`config.mk`:
```
export PLATFORM = sky130hd
export DESIGN_NAME = boot_mode_serial_image_loader
export DESIGN_NICKNAME = d
export VERILOG_FILES = /design/src/rtl/boot_loader_pkg.sv /design/src/rtl/uart_frame_rx.sv /design/src/rtl/boot_mode_serial_image_loader.sv
export SDC_FILE = /design/constraint.sdc
export NUM_CORES = 1
export LEC_CHECK = 0
export BUFFER_PORTS_ARGS = -buffer_cell sky130_fd_sc_hd__clkbuf_2
export CORE_UTILIZATION = 50
export CTS_CLUSTER_SIZE = 40
export DETAILED_ROUTE_END_ITERATION = 16
export GPL_TIMING_DRIVEN = 0
export PLACE_DENSITY_LB_ADDON = 0.05
export SLEW_MARGIN = 10
export SYNTH_ARGS = -nofsm -noshare
export SYNTH_HDL_FRONTEND = slang
export SYNTH_SLANG_ARGS = --single-unit
export TNS_END_PERCENT = 10
```
`constraint.sdc`:
```
create_clock -name mclk -period 6.3 [get_ports mclk]
set_input_delay 0.63 -clock mclk [delete_from_list [all_inputs] [get_ports mclk]]
set_output_delay 0.63 -clock mclk [all_outputs]
set_load 0.005 [all_outputs]
```
`src/rtl/boot_loader_pkg.sv`:
```
`default_nettype none
package boot_loader_pkg;
   // serial load link and clock timing
   localparam int CLK_HZ         = 125_000_000;
   localparam int CLK_MHZ        = 125;
   localparam int BAUD           = 921_600;
   localparam int BIT_CYC        = (CLK_HZ + BAUD / 2) / BAUD; // nearest whole cycle
   localparam int HALF_CYC       = BIT_CYC / 2;
   localparam int DATA_BITS      = 8;
   localparam int FRAME_BITS     = DATA_BITS + 2;              // start, data, one stop
   localparam int BREAK_CYC      = FRAME_BITS * BIT_CYC;
   localparam int BREAK_WAIT_US  = 100;
   localparam int BREAK_WAIT_CYC = BREAK_WAIT_US * CLK_MHZ;
   localparam int SETTLE_CYC     = 3;

   localparam logic [7:0]  BIT_LAST  = 8'(BIT_CYC - 1);
   localparam logic [7:0]  HALF_LAST = 8'(HALF_CYC - 1);
   localparam logic [2:0]  IDX_LAST  = 3'(DATA_BITS - 1);
   localparam logic [10:0] BRK_LIMIT = 11'(BREAK_CYC);
   localparam logic [1:0]  SETTLE_LAST = 2'(SETTLE_CYC - 1);

   // boot strap pin codes, bit 2 down to bit 0
   localparam logic [2:0] STRAP_LOAD = 3'h4;
   localparam logic [2:0] STRAP_LOR  = 3'h2;

   // register byte offsets
   localparam logic [7:0] OFS_CTRL    = 8'h00;
   localparam logic [7:0] OFS_STATUS  = 8'h04;
   localparam logic [7:0] OFS_RXDATA  = 8'h08;
   localparam logic [7:0] OFS_COUNT   = 8'h0c;
   localparam logic [7:0] OFS_FLASHIO = 8'h10;

   // field positions
   localparam int CTRL_FLASH_EN = 0;
   localparam int FIO_SCLK      = 0;
   localparam int FIO_CS_N      = 1;
   localparam int FIO_MOSI      = 2;
   localparam int FIO_MISO      = 3;
   localparam int STS_STATE     = 0;
   localparam int STS_RXVALID   = 2;
   localparam int STS_OVERRUN   = 3;
   localparam int STS_FRAMEERR  = 4;
   localparam int STS_BREAK     = 5;
   localparam int STS_FOURWIRE  = 6;
   localparam int STS_DBGAVAIL  = 7;

   // reset values
   localparam logic [2:0] FIO_RESET = 3'h2; // chip select idle high

   typedef enum logic [1:0] {
      BOOT_STRAP  = 2'b00,
      BOOT_LOAD   = 2'b01,
      BOOT_DETECT = 2'b10,
      BOOT_RUN    = 2'b11
   } boot_state_t;

   typedef enum logic [1:0] {
      RX_IDLE  = 2'b00,
      RX_START = 2'b01,
      RX_DATA  = 2'b10,
      RX_STOP  = 2'b11
   } rx_state_t;
endpackage : boot_loader_pkg
`default_nettype wire

```
`src/rtl/uart_frame_rx.sv`:
```
`timescale 1ns/1ps
`default_nettype none
module uart_frame_rx (
   input  wire logic       mclk,
   input  wire logic       rst,
   input  wire logic       clkEn,
   input  wire logic       rxLine,
   output logic [7:0]      byteData,
   output logic            byteValid,
   output logic            frameErr,
   output logic            breakDet
);
   typedef struct packed {
      boot_loader_pkg::rx_state_t st;
      logic [7:0]                 bitCnt;
      logic [2:0]                 idx;
      logic [7:0]                 shift;
      logic [7:0]                 data;
      logic                       valid;
      logic                       ferr;
      logic                       armed;
      logic [10:0]                lowCnt;
      logic                       brk;
   } rx_reg_t;

   rx_reg_t q;
   rx_reg_t d;

   // frame receiver and break watch; a frame error disarms until the line idles
   // so a held break is reported once, not as a stream of bad frames
   always_comb begin
      d       = q;
      d.valid = 1'b0;
      d.ferr  = 1'b0;
      if (rxLine) begin
         d.lowCnt = '0;
         d.armed  = 1'b1;
      end else if (q.lowCnt != boot_loader_pkg::BRK_LIMIT) begin
         d.lowCnt = q.lowCnt + 11'h1;
      end
      d.brk = !rxLine && (q.lowCnt == boot_loader_pkg::BRK_LIMIT);
      unique case (q.st)
         boot_loader_pkg::RX_IDLE: begin
            if (!rxLine && q.armed) begin
               d.st     = boot_loader_pkg::RX_START;
               d.bitCnt = '0;
            end
         end
         boot_loader_pkg::RX_START: begin
            if (q.bitCnt == boot_loader_pkg::HALF_LAST) begin
               d.bitCnt = '0;
               d.idx    = '0;
               d.st     = rxLine ? boot_loader_pkg::RX_IDLE : boot_loader_pkg::RX_DATA;
            end else begin
               d.bitCnt = q.bitCnt + 8'h1;
            end
         end
         boot_loader_pkg::RX_DATA: begin
            if (q.bitCnt == boot_loader_pkg::BIT_LAST) begin
               d.bitCnt = '0;
               d.shift  = {rxLine, q.shift[7:1]};
               d.idx    = q.idx + 3'h1;
               if (q.idx == boot_loader_pkg::IDX_LAST) begin
                  d.st = boot_loader_pkg::RX_STOP;
               end
            end else begin
               d.bitCnt = q.bitCnt + 8'h1;
            end
         end
         boot_loader_pkg::RX_STOP: begin
            if (q.bitCnt == boot_loader_pkg::BIT_LAST) begin
               d.st = boot_loader_pkg::RX_IDLE;
               if (rxLine) begin
                  d.valid = 1'b1;
                  d.data  = q.shift;
               end else begin
                  d.ferr  = 1'b1;
                  d.armed = 1'b0;
               end
            end else begin
               d.bitCnt = q.bitCnt + 8'h1;
            end
         end
      endcase
   end

   // state register, frozen while the clock enable is low
   always_ff @(posedge mclk) begin
      if (rst) begin
         q <= '0;
      end else if (clkEn) begin
         q <= d;
      end
   end

   assign byteData  = q.data;
   assign byteValid = q.valid;
   assign frameErr  = q.ferr;
   assign breakDet  = q.brk;

   // helper: consecutive enabled low samples, read only by the checks below
   logic [11:0] lowRun;
   always_ff @(posedge mclk) begin
      if (rst || (clkEn && rxLine)) begin
         lowRun <= '0;
      end else if (clkEn && lowRun != 12'hfff) begin
         lowRun <= lowRun + 12'h1;
      end
   end
endmodule : uart_frame_rx
`default_nettype wire

```
`src/rtl/boot_mode_serial_image_loader.sv`:
```
// Overview of operation
// image bytes are written from flash address zero
// only the programmer drives flash lines then
// flash lines undriven while device in reset
// load straps: serial load, wait forever
// operator restores functional straps after loading
// serial load puts debug port four-wire
// load-or-run straps: look for receive break
// break enters load, otherwise run directly
// load-or-run keeps all four debug signals
// fixture forces straps with temporary pulls
// fixture never leaves straps in load setting
// link is 921600 baud, 8N1, positive
// only transmit and receive, no handshake
// programmer restarts device through active-low reset
// break is low longer than one frame
//
// The APB slave port and the register addresses are this design's own decisions.
`timescale 1ns/1ps
`default_nettype none
module boot_mode_serial_image_loader #(
   parameter int BREAK_WAIT_CYC = boot_loader_pkg::BREAK_WAIT_CYC
) (
   input  wire logic        mclk,
   input  wire logic        rst,
   input  wire logic        clkEn,
   input  wire logic        psel,
   input  wire logic        penable,
   input  wire logic        pwrite,
   input  wire logic [7:0]  paddr,
   input  wire logic [31:0] pwdata,
   output logic [31:0]      prdata,
   output logic             pready,
   output logic             pslverr,
   input  wire logic [2:0]  bootStrapPins,
   input  wire logic        uartRx,
   output logic             uartTx,
   input  wire logic        flashMiso,
   output logic             flashSclk,
   output logic             flashCsN,
   output logic             flashMosi,
   output logic             flashOe,
   output logic [1:0]       bootState,
   output logic             serialLoadMode,
   output logic             runMode,
   output logic             jtagFourWire,
   output logic             debugPortAvail
);
   localparam logic [23:0] WAIT_LAST = 24'(BREAK_WAIT_CYC - 1);

   typedef struct packed {
      boot_loader_pkg::boot_state_t st;
      logic [1:0]                   settle;
      logic [2:0]                   strap;
      logic [23:0]                  waitCnt;
      logic                         fourWire;
      logic                         dbgAvail;
      logic                         flashEn;
      logic [2:0]                   fio;
      logic                         rxValid;
      logic [7:0]                   rxByte;
      logic                         overrun;
      logic                         ferr;
      logic                         brkSeen;
      logic [23:0]                  count;
      logic                         rdy;
      logic [31:0]                  rdata;
      logic [2:0]                   strapM;
      logic [2:0]                   strapS;
      logic                         rxM;
      logic                         rxS;
      logic                         misoM;
      logic                         misoS;
   } top_reg_t;

   top_reg_t    q;
   top_reg_t    d;
   logic [7:0]  rxData;
   logic        rxDone;
   logic        rxFerr;
   logic        rxBreak;
   logic        acc;
   logic        wrHit;
   logic        rdHit;
   logic        mapped;
   logic [31:0] rdMux;

   // receiver sees the line only after the two-stage synchroniser
   uart_frame_rx rxUnit (
      .mclk      (mclk),
      .rst       (rst),
      .clkEn     (clkEn),
      .rxLine    (q.rxS),
      .byteData  (rxData),
      .byteValid (rxDone),
      .frameErr  (rxFerr),
      .breakDet  (rxBreak)
   );

   // apb decode; the access completes on the first enabled access cycle
   assign acc    = psel && penable && q.rdy;
   assign wrHit  = acc && pwrite;
   assign rdHit  = acc && !pwrite;
   assign mapped = paddr == boot_loader_pkg::OFS_CTRL || paddr == boot_loader_pkg::OFS_STATUS
                   || paddr == boot_loader_pkg::OFS_RXDATA || paddr == boot_loader_pkg::OFS_COUNT
                   || paddr == boot_loader_pkg::OFS_FLASHIO;

   // read data is captured ahead of the access phase so prdata is a flop output
   always_comb begin
      rdMux = '0;
      unique case (paddr)
         boot_loader_pkg::OFS_CTRL: begin
            rdMux[boot_loader_pkg::CTRL_FLASH_EN] = q.flashEn;
         end
         boot_loader_pkg::OFS_STATUS: begin
            rdMux[boot_loader_pkg::STS_STATE +: 2]  = q.st;
            rdMux[boot_loader_pkg::STS_RXVALID]     = q.rxValid;
            rdMux[boot_loader_pkg::STS_OVERRUN]     = q.overrun;
            rdMux[boot_loader_pkg::STS_FRAMEERR]    = q.ferr;
            rdMux[boot_loader_pkg::STS_BREAK]       = q.brkSeen;
            rdMux[boot_loader_pkg::STS_FOURWIRE]    = q.fourWire;
            rdMux[boot_loader_pkg::STS_DBGAVAIL]    = q.dbgAvail;
         end
         boot_loader_pkg::OFS_RXDATA: begin
            rdMux[7:0] = q.rxByte;
         end
         boot_loader_pkg::OFS_COUNT: begin
            rdMux[23:0] = q.count;
         end
         boot_loader_pkg::OFS_FLASHIO: begin
            rdMux[boot_loader_pkg::FIO_SCLK +: 3] = q.fio;
            rdMux[boot_loader_pkg::FIO_MISO]      = q.misoS;
         end
         default: begin
            rdMux = '0;
         end
      endcase
   end

   // next-state logic for the whole block
   always_comb begin
      d        = q;
      d.strapM = bootStrapPins;
      d.strapS = q.strapM;
      d.rxM    = uartRx;
      d.rxS    = q.rxM;
      d.misoM  = flashMiso;
      d.misoS  = q.misoM;
      d.rdy    = psel && !(penable && q.rdy);
      if (psel) begin
         d.rdata = rdMux;
      end

      // boot mode sequencer
      unique case (q.st)
         boot_loader_pkg::BOOT_STRAP: begin
            // straps are sampled once the synchroniser holds post-reset levels
            if (q.settle == boot_loader_pkg::SETTLE_LAST) begin
               d.strap = q.strapS;
               if (q.strapS == boot_loader_pkg::STRAP_LOAD) begin
                  d.st       = boot_loader_pkg::BOOT_LOAD;
                  d.fourWire = 1'b1;
               end else if (q.strapS == boot_loader_pkg::STRAP_LOR) begin
                  d.st       = boot_loader_pkg::BOOT_DETECT;
                  d.fourWire = 1'b1;
                  d.dbgAvail = 1'b1;
                  d.waitCnt  = '0;
               end else begin
                  d.st = boot_loader_pkg::BOOT_RUN;
               end
            end else begin
               d.settle = q.settle + 2'h1;
            end
         end
         boot_loader_pkg::BOOT_DETECT: begin
            if (rxBreak) begin
               d.st = boot_loader_pkg::BOOT_LOAD;
            end else if (q.waitCnt == WAIT_LAST) begin
               d.st = boot_loader_pkg::BOOT_RUN;
            end else begin
               d.waitCnt = q.waitCnt + 24'h1;
            end
         end
         boot_loader_pkg::BOOT_LOAD: begin
            // no timeout: only a reset with new straps leaves this state
            d.st = boot_loader_pkg::BOOT_LOAD;
         end
         boot_loader_pkg::BOOT_RUN: begin
            d.st = boot_loader_pkg::BOOT_RUN;
         end
      endcase

      // received image bytes; a newly arriving byte wins over a read clear
      if (rdHit && paddr == boot_loader_pkg::OFS_RXDATA) begin
         d.rxValid = 1'b0;
      end
      if (wrHit && paddr == boot_loader_pkg::OFS_STATUS) begin
         if (pwdata[boot_loader_pkg::STS_OVERRUN]) d.overrun = 1'b0;
         if (pwdata[boot_loader_pkg::STS_FRAMEERR]) d.ferr = 1'b0;
         if (pwdata[boot_loader_pkg::STS_BREAK]) d.brkSeen = 1'b0;
      end
      if (wrHit && paddr == boot_loader_pkg::OFS_COUNT) begin
         d.count = '0;
      end
      if (rxDone && q.st == boot_loader_pkg::BOOT_LOAD) begin
         d.overrun = d.overrun | d.rxValid;
         d.rxValid = 1'b1;
         d.rxByte  = rxData;
         d.count   = d.count + 24'h1;
      end
      if (rxFerr && q.st == boot_loader_pkg::BOOT_LOAD) begin
         d.ferr = 1'b1;
      end
      if (rxBreak && q.st == boot_loader_pkg::BOOT_DETECT) begin
         d.brkSeen = 1'b1;
      end

      // software control of the flash pins
      if (wrHit && paddr == boot_loader_pkg::OFS_CTRL) begin
         d.flashEn = pwdata[boot_loader_pkg::CTRL_FLASH_EN];
      end
      if (wrHit && paddr == boot_loader_pkg::OFS_FLASHIO) begin
         d.fio = pwdata[boot_loader_pkg::FIO_SCLK +: 3];
      end
   end

   // single state register; clock enable low freezes everything
   always_ff @(posedge mclk) begin
      if (rst) begin
         q     <= '0;
         q.fio <= boot_loader_pkg::FIO_RESET;
      end else if (clkEn) begin
         q <= d;
      end
   end

   // apb answer; a frozen clock enable stretches the access
   assign pready  = q.rdy && clkEn;
   assign pslverr = psel && penable && !mapped;
   assign prdata  = q.rdata;

   // flash pins released during reset so an outside programmer owns them
   assign flashOe   = q.flashEn && !rst;
   assign flashSclk = q.fio[boot_loader_pkg::FIO_SCLK];
   assign flashCsN  = q.fio[boot_loader_pkg::FIO_CS_N];
   assign flashMosi = q.fio[boot_loader_pkg::FIO_MOSI];

   // transmit line idles high; the reply protocol sits above this block
   assign uartTx = 1'b1;

   assign bootState      = q.st;
   assign serialLoadMode = q.st == boot_loader_pkg::BOOT_LOAD;
   assign runMode        = q.st == boot_loader_pkg::BOOT_RUN;
   assign jtagFourWire   = q.fourWire;
   assign debugPortAvail = q.dbgAvail;
endmodule : boot_mode_serial_image_loader
`default_nettype wire

```
==> results of run 1 <==
routing by layer:
layer | vias up | part of all wire (%) | global-route usage (%)
met5 | - | 0 | 0
met4 | 0 | 1.8 | 10.65
met3 | 23 | 3.2 | 5.197
met2 | 141 | 50 | 41.98
met1 | 3010 | 45 | 30.88
li1 | 3123 | - | -
worst max-delay path by stage:
stage / endpoint / cells past startpoint / from / slack, ps
final: pready / 6 / clkEn / 3190
after global routing: q[63]$_SDFFE_PP0P_ / 12 / paddr[4] / 2980
after CTS: pready / 6 / clkEn / 3210
after detailed placement: q[63]$_SDFFE_PP0P_ / 12 / paddr[4] / 2810
after global placement: q[63]$_SDFFE_PP0P_ / 12 / paddr[4] / 2820
after floorplan: q[63]$_SDFFE_PP0P_ / 11 / paddr[2] / 3440
through the flow:
step	utilization (%)	worst slack, ps	total power [mW]	instances	cell area [um^2]
2_1_floorplan	-	3440	1.061	848	7227
3_3_place_gp	55.38	2815	1.102	1087	7747
3_5_place_dp	55.38	2813	1.105	1087	7747
4_1_cts	59.40	3207	2.059	1119	8309
5_1_grt	59.40	2978	2.121	1119	8309
6_report	59.40	3192	2.046	1119	8309
flip-flops by register name, summed over array words and instances (netlist names), 2 cells and up, named ones only:
signal / flops
q: 69
rxUnit.q: 32
prdata: 24
rxUnit.byteData: 8
d: 5
bootState: 2
logic make-up after synthesis:
kind of cell / Yosys count
mux: 39
xor+xnor: 39
simple gates: 332
compound gates: 169
other cells: 2
flops: 149
buf+inv: 99
fa+ha+maj: 12
synth_stat cells (all sizes together), types with 3 or more instances:
master / instances / area share, %
nand3: 35 / 2.6
a22o: 5 / 0.61
dfxtp: 149 / 41
a22oi: 29 / 3.0
clkbuf: 33 / 1.7
o22ai: 3 / 0.26
a21o: 4 / 0.42
a311oi: 3 / 0.36
nor3: 17 / 1.2
nand4b: 3 / 0.36
ha: 12 / 2.1
buf: 46 / 4.5
or3: 9 / 0.85
o31ai: 4 / 0.42
nor2b: 10 / 0.87
nor3b: 7 / 0.73
nor4: 15 / 1.9
mux2: 4 / 0.63
xnor2: 6 / 0.73
a31oi: 5 / 0.43
nand2: 47 / 2.5
a31o: 4 / 0.49
mux2i: 34 / 4.7
xor2: 33 / 4.0
o21ai: 46 / 3.2
and2: 8 / 0.70
and4: 5 / 0.61
and3: 10 / 0.87
a211oi: 4 / 0.42
or2: 3 / 0.26
nor2: 122 / 6.4
inv: 20 / 1.0
nand4: 26 / 2.3
a21oi: 49 / 3.4
worst min-delay path, cell delays in order:
cell	delay, ps
sky130_fd_sc_hd__clkbuf_2	70
sky130_fd_sc_hd__mux2i_1	60
sky130_fd_sc_hd__nor2_1	70
cell type report:
| type | count | share of cell area (%) |
|---|---|---|
| inverters | 20 | 0.9035 |
| well taps | 180 | 2.710 |
| clock inverters | 13 | 1.310 |
| multi-input cells | 600 | 44.81 |
| plain buffers | 79 | 5.361 |
| clock buffers | 19 | 5.451 |
| repair buffers | 59 | 3.554 |
| flip-flops and latches | 149 | 35.90 |
power breakdown:
group	total [mW]	switching [mW]	internal [mW]
sequential	0.964	0.0104	0.954
combinational	0.122	0.0782	0.0440
clock	0.960	0.401	0.559
total	2.05	0.490	1.56
==> results.md, run 1 <==
* Count of boundary I/O pins at 96
* Final Hold Viols at 0
* Largest family of logic cells by synthesized area: simple AND/OR/NAND/NOR gates
* Number of endpoints failing setup at the final stage at 0
* Initial DRT Pass Iterations at 5
* Total clock buffers created by CTS at 17
* Category of cells accounting for the largest share of critical-path delay: buffers and inverters
* Cells traversed along the worst timing path: clkbuf_2, buf_2, clkbuf_1, clkbuf_1, and2_1, clkbuf_2
* Tightest Hold Check Type: in2reg
* CTS sink count at 149
* Initial cell density of the core at 51.48%
* Clk slew on worst S/H paths at 60 ps
* Hold Path Depth at 3
* Commonest cells after routing, fill and taps aside: sky130_fd_sc_hd__dfxtp_1 (149), sky130_fd_sc_hd__nor2_1 (122), sky130_fd_sc_hd__clkbuf_2 (59), sky130_fd_sc_hd__a21oi_1 (49), sky130_fd_sc_hd__nand2_1 (47)
* Area of the mapped netlist at 0.007201 mm^2
* Syn_area_per_cell at 8.562 um^2
* Post-detailed-placement half-perimeter wirelength at 12650 um
* Die Span X at 122.0 um
* Setup TNS Final at 0 ps
* Buffers and inverters on the worst path at 5
* Vertical die dimension at 122.0 um
* Die Footprint at 0.01489 mm^2
* Critical path startpoint category: input pin
* Post-Synthesis Cells at 841
* Worst supply voltage drop on vdd at 0.0001935 V
* Required time reported for the critical path endpoint at 5670 ps
* Flop-to-flop setup slack at 3290 ps
* Library cells used by synthesis at 66
* Worst path arrival time at 2480 ps
* Routed length per placed instance at 15.82 um
* Via density per instance at 5.627
* Core area at 0.01399 mm^2
* Remaining routing DRC violations at 0
* Worst relative slew slack at 47.48%
* Hold buffers post-CTS at 0
* Final Slew Violations at 0
* Number of synthesized flops with an enable pin at 0
* Worst flop-to-flop path endpoint: q[63]$_SDFFE_PP0P_
* Critical Path Fanout Max at 10
* Reg-to-Reg Start: q[42]$_SDFFE_PP0P_
* Mux contribution to synthesized area at 5.665%
* Maximum number of pins on one net before global-route repair at 17
* Number of cell instances on the worst register-to-register path at 11
* Number of antenna violations at the first check in global routing at 0
* Post-route antenna net violation count at 0
* Worst skew pair latency at 430 ps
* Min cycle time layout at 3108 ps
* Clock tree buffer depth at 2
* Leak pwr at 3.243 nW
* Filler Cell Count at 1265
* Slew at the pin closest to its max-slew limit at 777.6 ps
* Max_cap viols at 0
* Sequential Area at 0.002983 mm^2
* Unrepaired setup endpoints after global routing: no
* Area of combinational cells with multiple inputs at 0.003724 mm^2
* Fraction of final layout cells with drive strength greater than 1 at 16.93%
* Antenna diode instance count at 0
* Commonest non-fill, non-tap cell in the layout: sky130_fd_sc_hd__dfxtp_1
* Number of H-tree levels at 4
* Count of buffers from port buffering at 59
* Number of nets in the final layout at 989
* Post-synth ARST share at 0%
* Post-CTS repair timing setup buffer count at 0
* Minimum hold slack at 436.9 ps
* #FFs+latches synth at 149
* Predominant post-synthesis flop cell: sky130_fd_sc_hd__dfxtp_1
* Compound-gate portion of the synthesized area at 14.68%
* Sequential-to-total area share from yosys stat at 41.42%
* Endpoint class of the critical path: primary output
* Number of global-route vias before repair at 5887
* Gates resized, CTS repair at 0
* Highest clock frequency the design can meet at 321.7 MHz
* Final weighted congestion of routability-driven global placement at 0.9132
* Number of cell rows at 43
* Power density of the placed cells at 246.3 mW/mm^2
* DRT iter0 DRCs at 472
* Area growth syn-to-layout at 15.40%
* Worst Skew at 8.946 ps
* Global-route wire length before repair at 28810 um
* Post-Synth XOR/XNOR Area at 4.744%
* Crit Path Class: in2out
* Combined global-route utilization of all metal layers at 25.01%
* Endpoint of the worst hold-timing path: d[4]$_SDFFE_PP0P_
* CTS tree: yes
* Yosys warnings at 0
* Basic-gate share of the synthesized area counting and, or, nand and nor cells at 24.07%
* Longest individual stage delay on the worst path at 560 ps
* Cell with the largest stage delay on the worst path: sky130_fd_sc_hd__clkbuf_1
* Total Wirelength at 17700 um
* Via Count at 6297
* Result of the run: complete, no violations
* Gr ovfl total at 0
* Final period util at 49.34%
* Adder-Cell Fraction of Synth Area at 2.085%
* Root buffer selected by CTS: sky130_fd_sc_hd__clkbuf_16
* Worst hold start: bootStrapPins[0]
Power figures use the tool's default switching activity.
==> run 2, diff against run 1 <==
==> constraint.sdc (replaced) <==
create_clock -name mclk -period 2.9 [get_ports mclk]
set_input_delay 0.29 -clock mclk [delete_from_list [all_inputs] [get_ports mclk]]
set_output_delay 0.29 -clock mclk [all_outputs]
set_load 0.005 [all_outputs]
==> run 2 against run 1 <==
  * Largest power group unchanged
  * Critical path depth up 5
  * Non-clock buffer count up 3
  * Utilization up 0.30 points
==> results.md, run 2 (synthesis results as in run 1) <==
* Total clock buffers created by CTS at 17 (unchanged)
* Clk slew on worst S/H paths at 60 ps (about the same)
* Initial DRT Pass Iterations at 5 (unchanged)
* Place WS at -247.2 ps (-3060 ps)
* Tightest Hold Check Type: in2reg
* Result of the run: complete, no violations
* Utilization after layout at 59.70% (+0.30 points)
* Number of nets in the final layout at 992 (+0.30%)
* Post-route antenna net violation count at 0 (unchanged)
* Reg-to-Reg Start: q[42]$_SDFFE_PP0P_
* Total Wirelength at 17790 um (+0.51%)
* Clock tree buffer depth at 2 (unchanged)
* Total Power at 4.445 mW (+120%)
* Number of antenna violations at the first check in global routing at 0 (unchanged)
* Slew at the pin closest to its max-slew limit at 790.7 ps (+13.12 ps)
* Power share of the combinational group at 6.0% (about the same)
* Core area at 0.01399 mm^2 (unchanged)
* Final Slew Violations at 0 (unchanged)
* Area growth syn-to-layout at 15.99%
* Largest reg by FF count: q
* Required time reported for the critical path endpoint at 3190 ps (-2480 ps)
* Final period util at 93.86%
* Worst relative slew slack at 46.59% (-0.89 points)
* Leak pwr at 3.270 nW (+0.85%)
* Commonest non-fill, non-tap cell in the layout: sky130_fd_sc_hd__dfxtp_1
* Number of global-route vias before repair at 5887 (unchanged)
* CTS tree: yes
* Vertical die dimension at 122.0 um (unchanged)
* Switching Power at 1.063 mW (+120%)
* Via density per instance at 5.610 (-0.31%)
* Commonest cells after routing, fill and taps aside: sky130_fd_sc_hd__dfxtp_1 (148), sky130_fd_sc_hd__nor2_1 (122), sky130_fd_sc_hd__clkbuf_2 (59), sky130_fd_sc_hd__a21oi_1 (49), sky130_fd_sc_hd__nand2_1 (47)
* Worst supply voltage drop on vdd at 0.0004161 V (+120%)
* Highest clock frequency the design can meet at 367.4 MHz
* Gr ovfl total at 0 (unchanged)
* Crit Path Class: reg2reg
* Post-route worst setup slack at 178.1 ps (-3014 ps)
* Count of buffers from port buffering at 59 (unchanged)
* Power density of the placed cells at 532.2 mW/mm^2 (+120%)
* Post-detailed-placement half-perimeter wirelength at 12650 um (unchanged)
* Worst hold start: bootStrapPins[0]
* Remaining routing DRC violations at 0 (unchanged)
* Flip-flop count of the largest register after layout at 69 (unchanged)
* Share of power burned in registers at 47.1% (about the same)
* Min cycle time layout at 2722 ps
* Final weighted congestion of routability-driven global placement at 0.9132 (unchanged)
* Worst skew pair latency at 430 ps (about the same)
* Via Count at 6294 (-0.048%)
* Number of endpoints failing setup at the final stage at 0 (unchanged)
* Clock group share of total power at 46.9% (about the same)
* CTS sink count at 149 (unchanged)
* Final Cell Area at 0.008352 mm^2 (+0.51%)
* Placed standard-cell area at 0.007747 mm^2 (unchanged)
* Count of boundary I/O pins at 96 (unchanged)
* Number of H-tree levels at 4 (unchanged)
* Maximum number of pins on one net before global-route repair at 17 (unchanged)
* Number of cell rows at 43 (unchanged)
* Endpoint class of the critical path: flip-flop
* Antenna diode instance count at 0 (unchanged)
* Routed length per placed instance at 15.85 um (+0.24%)
* Global-route wire length before repair at 28810 um (unchanged)
* Pint at 3.382 mW (+120%)
* Critical Path Fanout Max at 10 (unchanged)
* Root buffer selected by CTS: sky130_fd_sc_hd__clkbuf_16
* Critical path startpoint category: flip-flop
* Initial cell density of the core at 51.48% (unchanged)
* DRT iter0 DRCs at 479 (+1.5%)
* Setup TNS Final at 0 ps (unchanged)
* Max_cap viols at 0 (unchanged)
* Final Hold Viols at 0 (unchanged)
* Combined global-route utilization of all metal layers at 25.01% (unchanged)
* Worst path arrival time at 3010 ps (+530 ps)
* Die Footprint at 0.01489 mm^2 (unchanged)
* Fraction of power spent switching nets at 23.91% (about the same)
* Fraction of final layout cells with drive strength greater than 1 at 17.52% (+0.58 points)
* Worst Skew at 8.665 ps (-0.2813 ps)
* Beginning of the critical path: q[42]$_SDFFE_PP0P_
* Die Span X at 122.0 um (unchanged)
[run 2: cell count changes in the layout (fill, tap and decap cells not counted)]
cell / change
sky130_fd_sc_hd__nor3_4: +1
sky130_fd_sc_hd__dfxtp_2: +1
sky130_fd_sc_hd__buf_2: -2
sky130_fd_sc_hd__buf_4: +5
sky130_fd_sc_hd__ha_2: +1
sky130_fd_sc_hd__nor3_1: -1
sky130_fd_sc_hd__dfxtp_1: -1
sky130_fd_sc_hd__ha_1: -1
[run 2: metal layers]
metal	share of wire (%)	wire, um	GRT usage [%]
met1	45	8055	30.88
met2	50	8885	41.98
met3	2.9	515	5.197
met4	1.9	331	10.65
met5	0	0	0
[run 2: path summary, 6_finish.rpt]
kind | to | slack (ps) | cells past startpoint
hold / removal | d[4]$_SDFFE_PP0P_ | 100 | 3
setup reg to reg | q[63]$_SDFFE_PP0P_ | 180 | 11
hold reg to reg | q[76]$_SDFFE_PP0P_ | 460 | 2
setup / recovery | q[63]$_SDFFE_PP0P_ | 180 | 11
[run 2: area by class of cell]
type	count	area, um^2
Tap cell	180	225.2
Clock buffer	19	452.9
Buffer	79	450.4
Fill cell	1263	5637
Sequential cell	149	2984
Clock inverter	13	108.9
Inverter	20	75.07
Timing Repair Buffer	62	317.8
Multi-Input combinational cell	600	3737
[run 2: power groups by stage]
stage / logic, mW / clock network [mW] / registers, mW
finish: 0.266 / 2.08 / 2.09
global route: 0.292 / 2.22 / 2.10
CTS: 0.263 / 2.12 / 2.09
detailed placement: 0.261 / 0 / 2.14
global placement: 0.255 / 0 / 2.14
floorplan: 0.174 / 0 / 2.13
[run 2: worst max-delay path, cell delays in order (launching register included)]
cell,delay [ps]
sky130_fd_sc_hd__dfxtp_2,350
sky130_fd_sc_hd__and4_1,150
sky130_fd_sc_hd__and4_1,190
sky130_fd_sc_hd__buf_4,180
sky130_fd_sc_hd__buf_4,180
sky130_fd_sc_hd__nor2b_1,120
sky130_fd_sc_hd__ha_2,210
sky130_fd_sc_hd__nand4_1,260
sky130_fd_sc_hd__nor3_4,300
sky130_fd_sc_hd__nor4b_4,380
sky130_fd_sc_hd__a31o_2,200
sky130_fd_sc_hd__a21oi_1,50
[run 2: what timing repair did]
action | in CTS | in global routing
endpoints found under the setup margin | 3 | 3
pin swaps | 0 | 1
hold buffers | 0 | 0
buffers inserted | 0 | 3
gates resized for setup | 1 | 7
[run 2: metrics by stage]
step | std cells | hold slack, ps
floorplan | 848 | 415.1
finish | 1122 | 99.73
global route | 1122 | 112.7
CTS | 1119 | 90.13
global placement | 1087 | 443.7
detailed placement | 1087 | 452.0
==> run 3, diff against run 2 <==
==> constraint.sdc (replaced) <==
create_clock -name mclk -period 3.27 [get_ports mclk]
set_input_delay 0.327 -clock mclk [delete_from_list [all_inputs] [get_ports mclk]]
set_output_delay 0.327 -clock mclk [all_outputs]
set_load 0.005 [all_outputs]
==> run 3 against run 2 <==
  * Clock-buffer cell count did not move
  * Global-route usage stayed put
  * Register-to-register slack improved by 230 ps
  * Hold slack better by 33 ps
  * Critical path depth unchanged
  * Via count about the same
  * Non-clock buffer count down 3
  * Cell count fell by 0.27%
  * Highest routed layer unchanged
==> results.md, run 3 (synthesis results as in run 1) <==
* Required time reported for the critical path endpoint at 3560 ps (+370 ps)
* Clock tree buffer depth at 2 (unchanged)
* Worst relative slew slack at 46.84% (+0.24 points)
* Final period util at 87.58% (-6.3 points)
* Root buffer selected by CTS: sky130_fd_sc_hd__clkbuf_16
* Post-detailed-placement half-perimeter wirelength at 12650 um (unchanged)
* Final Slew Violations at 0 (unchanged)
* Unrepaired setup endpoints after global routing: no
* Tightest Hold Check Type: in2reg
* Number of global-route vias before repair at 5887 (unchanged)
* Total Power at 3.940 mW (-11%)
* Initial cell density of the core at 51.48% (unchanged)
* Fraction of final layout cells with drive strength greater than 1 at 17.04% (-0.48 points)
* Setup TNS Final at 0 ps (unchanged)
* Maximum number of pins on one net before global-route repair at 17 (unchanged)
* Via Count at 6290 (-0.064%)
* Core area at 0.01399 mm^2 (unchanged)
* Slew at the pin closest to its max-slew limit at 787.1 ps (-3.624 ps)
* Number of nets in the final layout at 989 (-0.30%)
* Flip-flop count of the largest register after layout at 69 (unchanged)
* CP Capture Point: q[63]$_SDFFE_PP0P_
* Antenna diode instance count at 0 (unchanged)
* Count of buffers from port buffering at 59 (unchanged)
* DRT iter0 DRCs at 463 (-3.3%)
* CTS tree: yes
* Remaining routing DRC violations at 0 (unchanged)
* Beginning of the critical path: q[42]$_SDFFE_PP0P_
* Worst skew pair latency at 430 ps (about the same)
* Area growth syn-to-layout at 15.46%
* Min cycle time layout at 2864 ps (+142.0 ps)
* Number of cell rows at 43 (unchanged)
* Power density of the placed cells at 473.9 mW/mm^2 (-11%)
* Initial DRT Pass Iterations at 7 (+2)
* Global-route wire length before repair at 28810 um (unchanged)
* Via density per instance at 5.621 (+0.20%)
* Combined global-route utilization of all metal layers at 25.01% (unchanged)
* CTS sink count at 149 (unchanged)
* Post-route antenna net violation count at 0 (unchanged)
* Reg-to-Reg Start: q[42]$_SDFFE_PP0P_
* Gr ovfl total at 0 (unchanged)
* Worst path arrival time at 3150 ps (+140 ps)
* Hold buffers post-CTS at 0 (unchanged)
* Count of boundary I/O pins at 96 (unchanged)
* Total Wirelength at 17700 um (-0.49%)
* Gates resized, CTS repair at 0 (-1)
* Filler Cell Count at 1263 (unchanged)
* Max_cap viols at 0 (unchanged)
* Number of cell instances on the worst register-to-register path at 11 (unchanged)
* Worst Skew at 13.02 ps (+4.357 ps)
* Number of H-tree levels at 4 (unchanged)
* Flop-to-flop setup slack at 410 ps (+230 ps)
* Number of endpoints failing setup at the final stage at 0 (unchanged)
* Final weighted congestion of routability-driven global placement at 0.9132 (unchanged)
* Die Span X at 122.0 um (unchanged)
* Post-CTS repair timing setup buffer count at 0 (unchanged)
* Clk slew on worst S/H paths at 60 ps (about the same)
* Critical Path Fanout Max at 10 (unchanged)
* Commonest cells after routing, fill and taps aside: sky130_fd_sc_hd__dfxtp_1 (149), sky130_fd_sc_hd__nor2_1 (122), sky130_fd_sc_hd__clkbuf_2 (59), sky130_fd_sc_hd__a21oi_1 (49), sky130_fd_sc_hd__nand2_1 (47)
* Crit Path Class: reg2reg
* Routed length per placed instance at 15.82 um (-0.23%)
* Die Footprint at 0.01489 mm^2 (unchanged)
* Worst flop-to-flop path endpoint: q[63]$_SDFFE_PP0P_
* Critical path startpoint category: flip-flop
* Leak pwr at 3.243 nW (-0.84%)
* Result of the run: complete, no violations
* Commonest non-fill, non-tap cell in the layout: sky130_fd_sc_hd__dfxtp_1
* Vertical die dimension at 122.0 um (unchanged)
* Endpoint class of the critical path: flip-flop
* Final Hold Viols at 0 (unchanged)
* Highest clock frequency the design can meet at 349.2 MHz (-5.0%)
* Largest reg by FF count: q
* Worst supply voltage drop on vdd at 0.0003689 V (-11%)
* Total clock buffers created by CTS at 17 (unchanged)
* Number of antenna violations at the first check in global routing at 0 (unchanged)
run 3: worst min-delay path by stage:
stage / from / endpoint / slack (ps) / cells past startpoint
floorplan: rxUnit.byteData[0]$_SDFFE_PP0P_ / q[70]$_SDFFE_PP0P_ / 430 / 2
global placement: rxUnit.byteData[1]$_SDFFE_PP0P_ / q[71]$_SDFFE_PP0P_ / 440 / 2
detailed placement: rxUnit.byteData[1]$_SDFFE_PP0P_ / q[71]$_SDFFE_PP0P_ / 450 / 2
CTS: bootStrapPins[0] / d[4]$_SDFFE_PP0P_ / 130 / 3
global route: bootStrapPins[0] / d[4]$_SDFFE_PP0P_ / 150 / 3
finish: bootStrapPins[0] / d[4]$_SDFFE_PP0P_ / 130 / 3
run 3: layout make-up:
| cell class | instances | area, um^2 | share of cell area (%) |
|---|---|---|---|
| multi-input combinational | 600 | 3729 | 44.85 |
| sequential | 149 | 2983 | 35.88 |
| clock buffer | 19 | 452.9 | 5.448 |
| buffer | 79 | 445.4 | 5.357 |
| timing repair buffer | 59 | 295.3 | 3.552 |
| tap | 180 | 225.2 | 2.709 |
| clock inverter | 13 | 108.9 | 1.309 |
| inverter | 20 | 75.07 | 0.9029 |
run 3: per-stage QoR:
step                std cells  hold slack [ps]  cell area, um^2  setup slack, ps  util (%)
floorplan                 848            431.5             7227            713.5         -
global placement         1087            443.7             7747            88.18     55.38
detailed placement       1087            452.0             7747            85.85     55.38
CTS                      1119            127.1             8309            274.7     59.40
global route             1119            149.7             8314            175.8     59.44
finish                   1119            133.2             8314            406.1     59.44
run 3: worst max-delay path, stage by stage, from the launching register on:
cell and delay, ps:
sky130_fd_sc_hd__dfxtp_1 370, sky130_fd_sc_hd__and4_1 170, sky130_fd_sc_hd__and4_1 180, sky130_fd_sc_hd__buf_2 200
sky130_fd_sc_hd__buf_2 220, sky130_fd_sc_hd__nor2b_1 130, sky130_fd_sc_hd__ha_1 200, sky130_fd_sc_hd__nand4_1 260
sky130_fd_sc_hd__nor3_2 330, sky130_fd_sc_hd__nor4b_4 410, sky130_fd_sc_hd__a31o_2 200, sky130_fd_sc_hd__a21oi_1 50
run 3: where the power goes:
group	leakage [nW]	switching (mW)	internal [mW]	total [mW]
clock	0.263	0.770	1.08	1.85
combinational	1.78	0.151	0.0847	0.235
sequential	1.20	0.0199	1.84	1.86
run 3: per-layer routing:
metal  GRT usage, %  part of all wire (%)
met4          10.65                   1.9
met2          41.98                    50
met3          5.197                   3.1
met5              0                     0
met1          30.88                    45
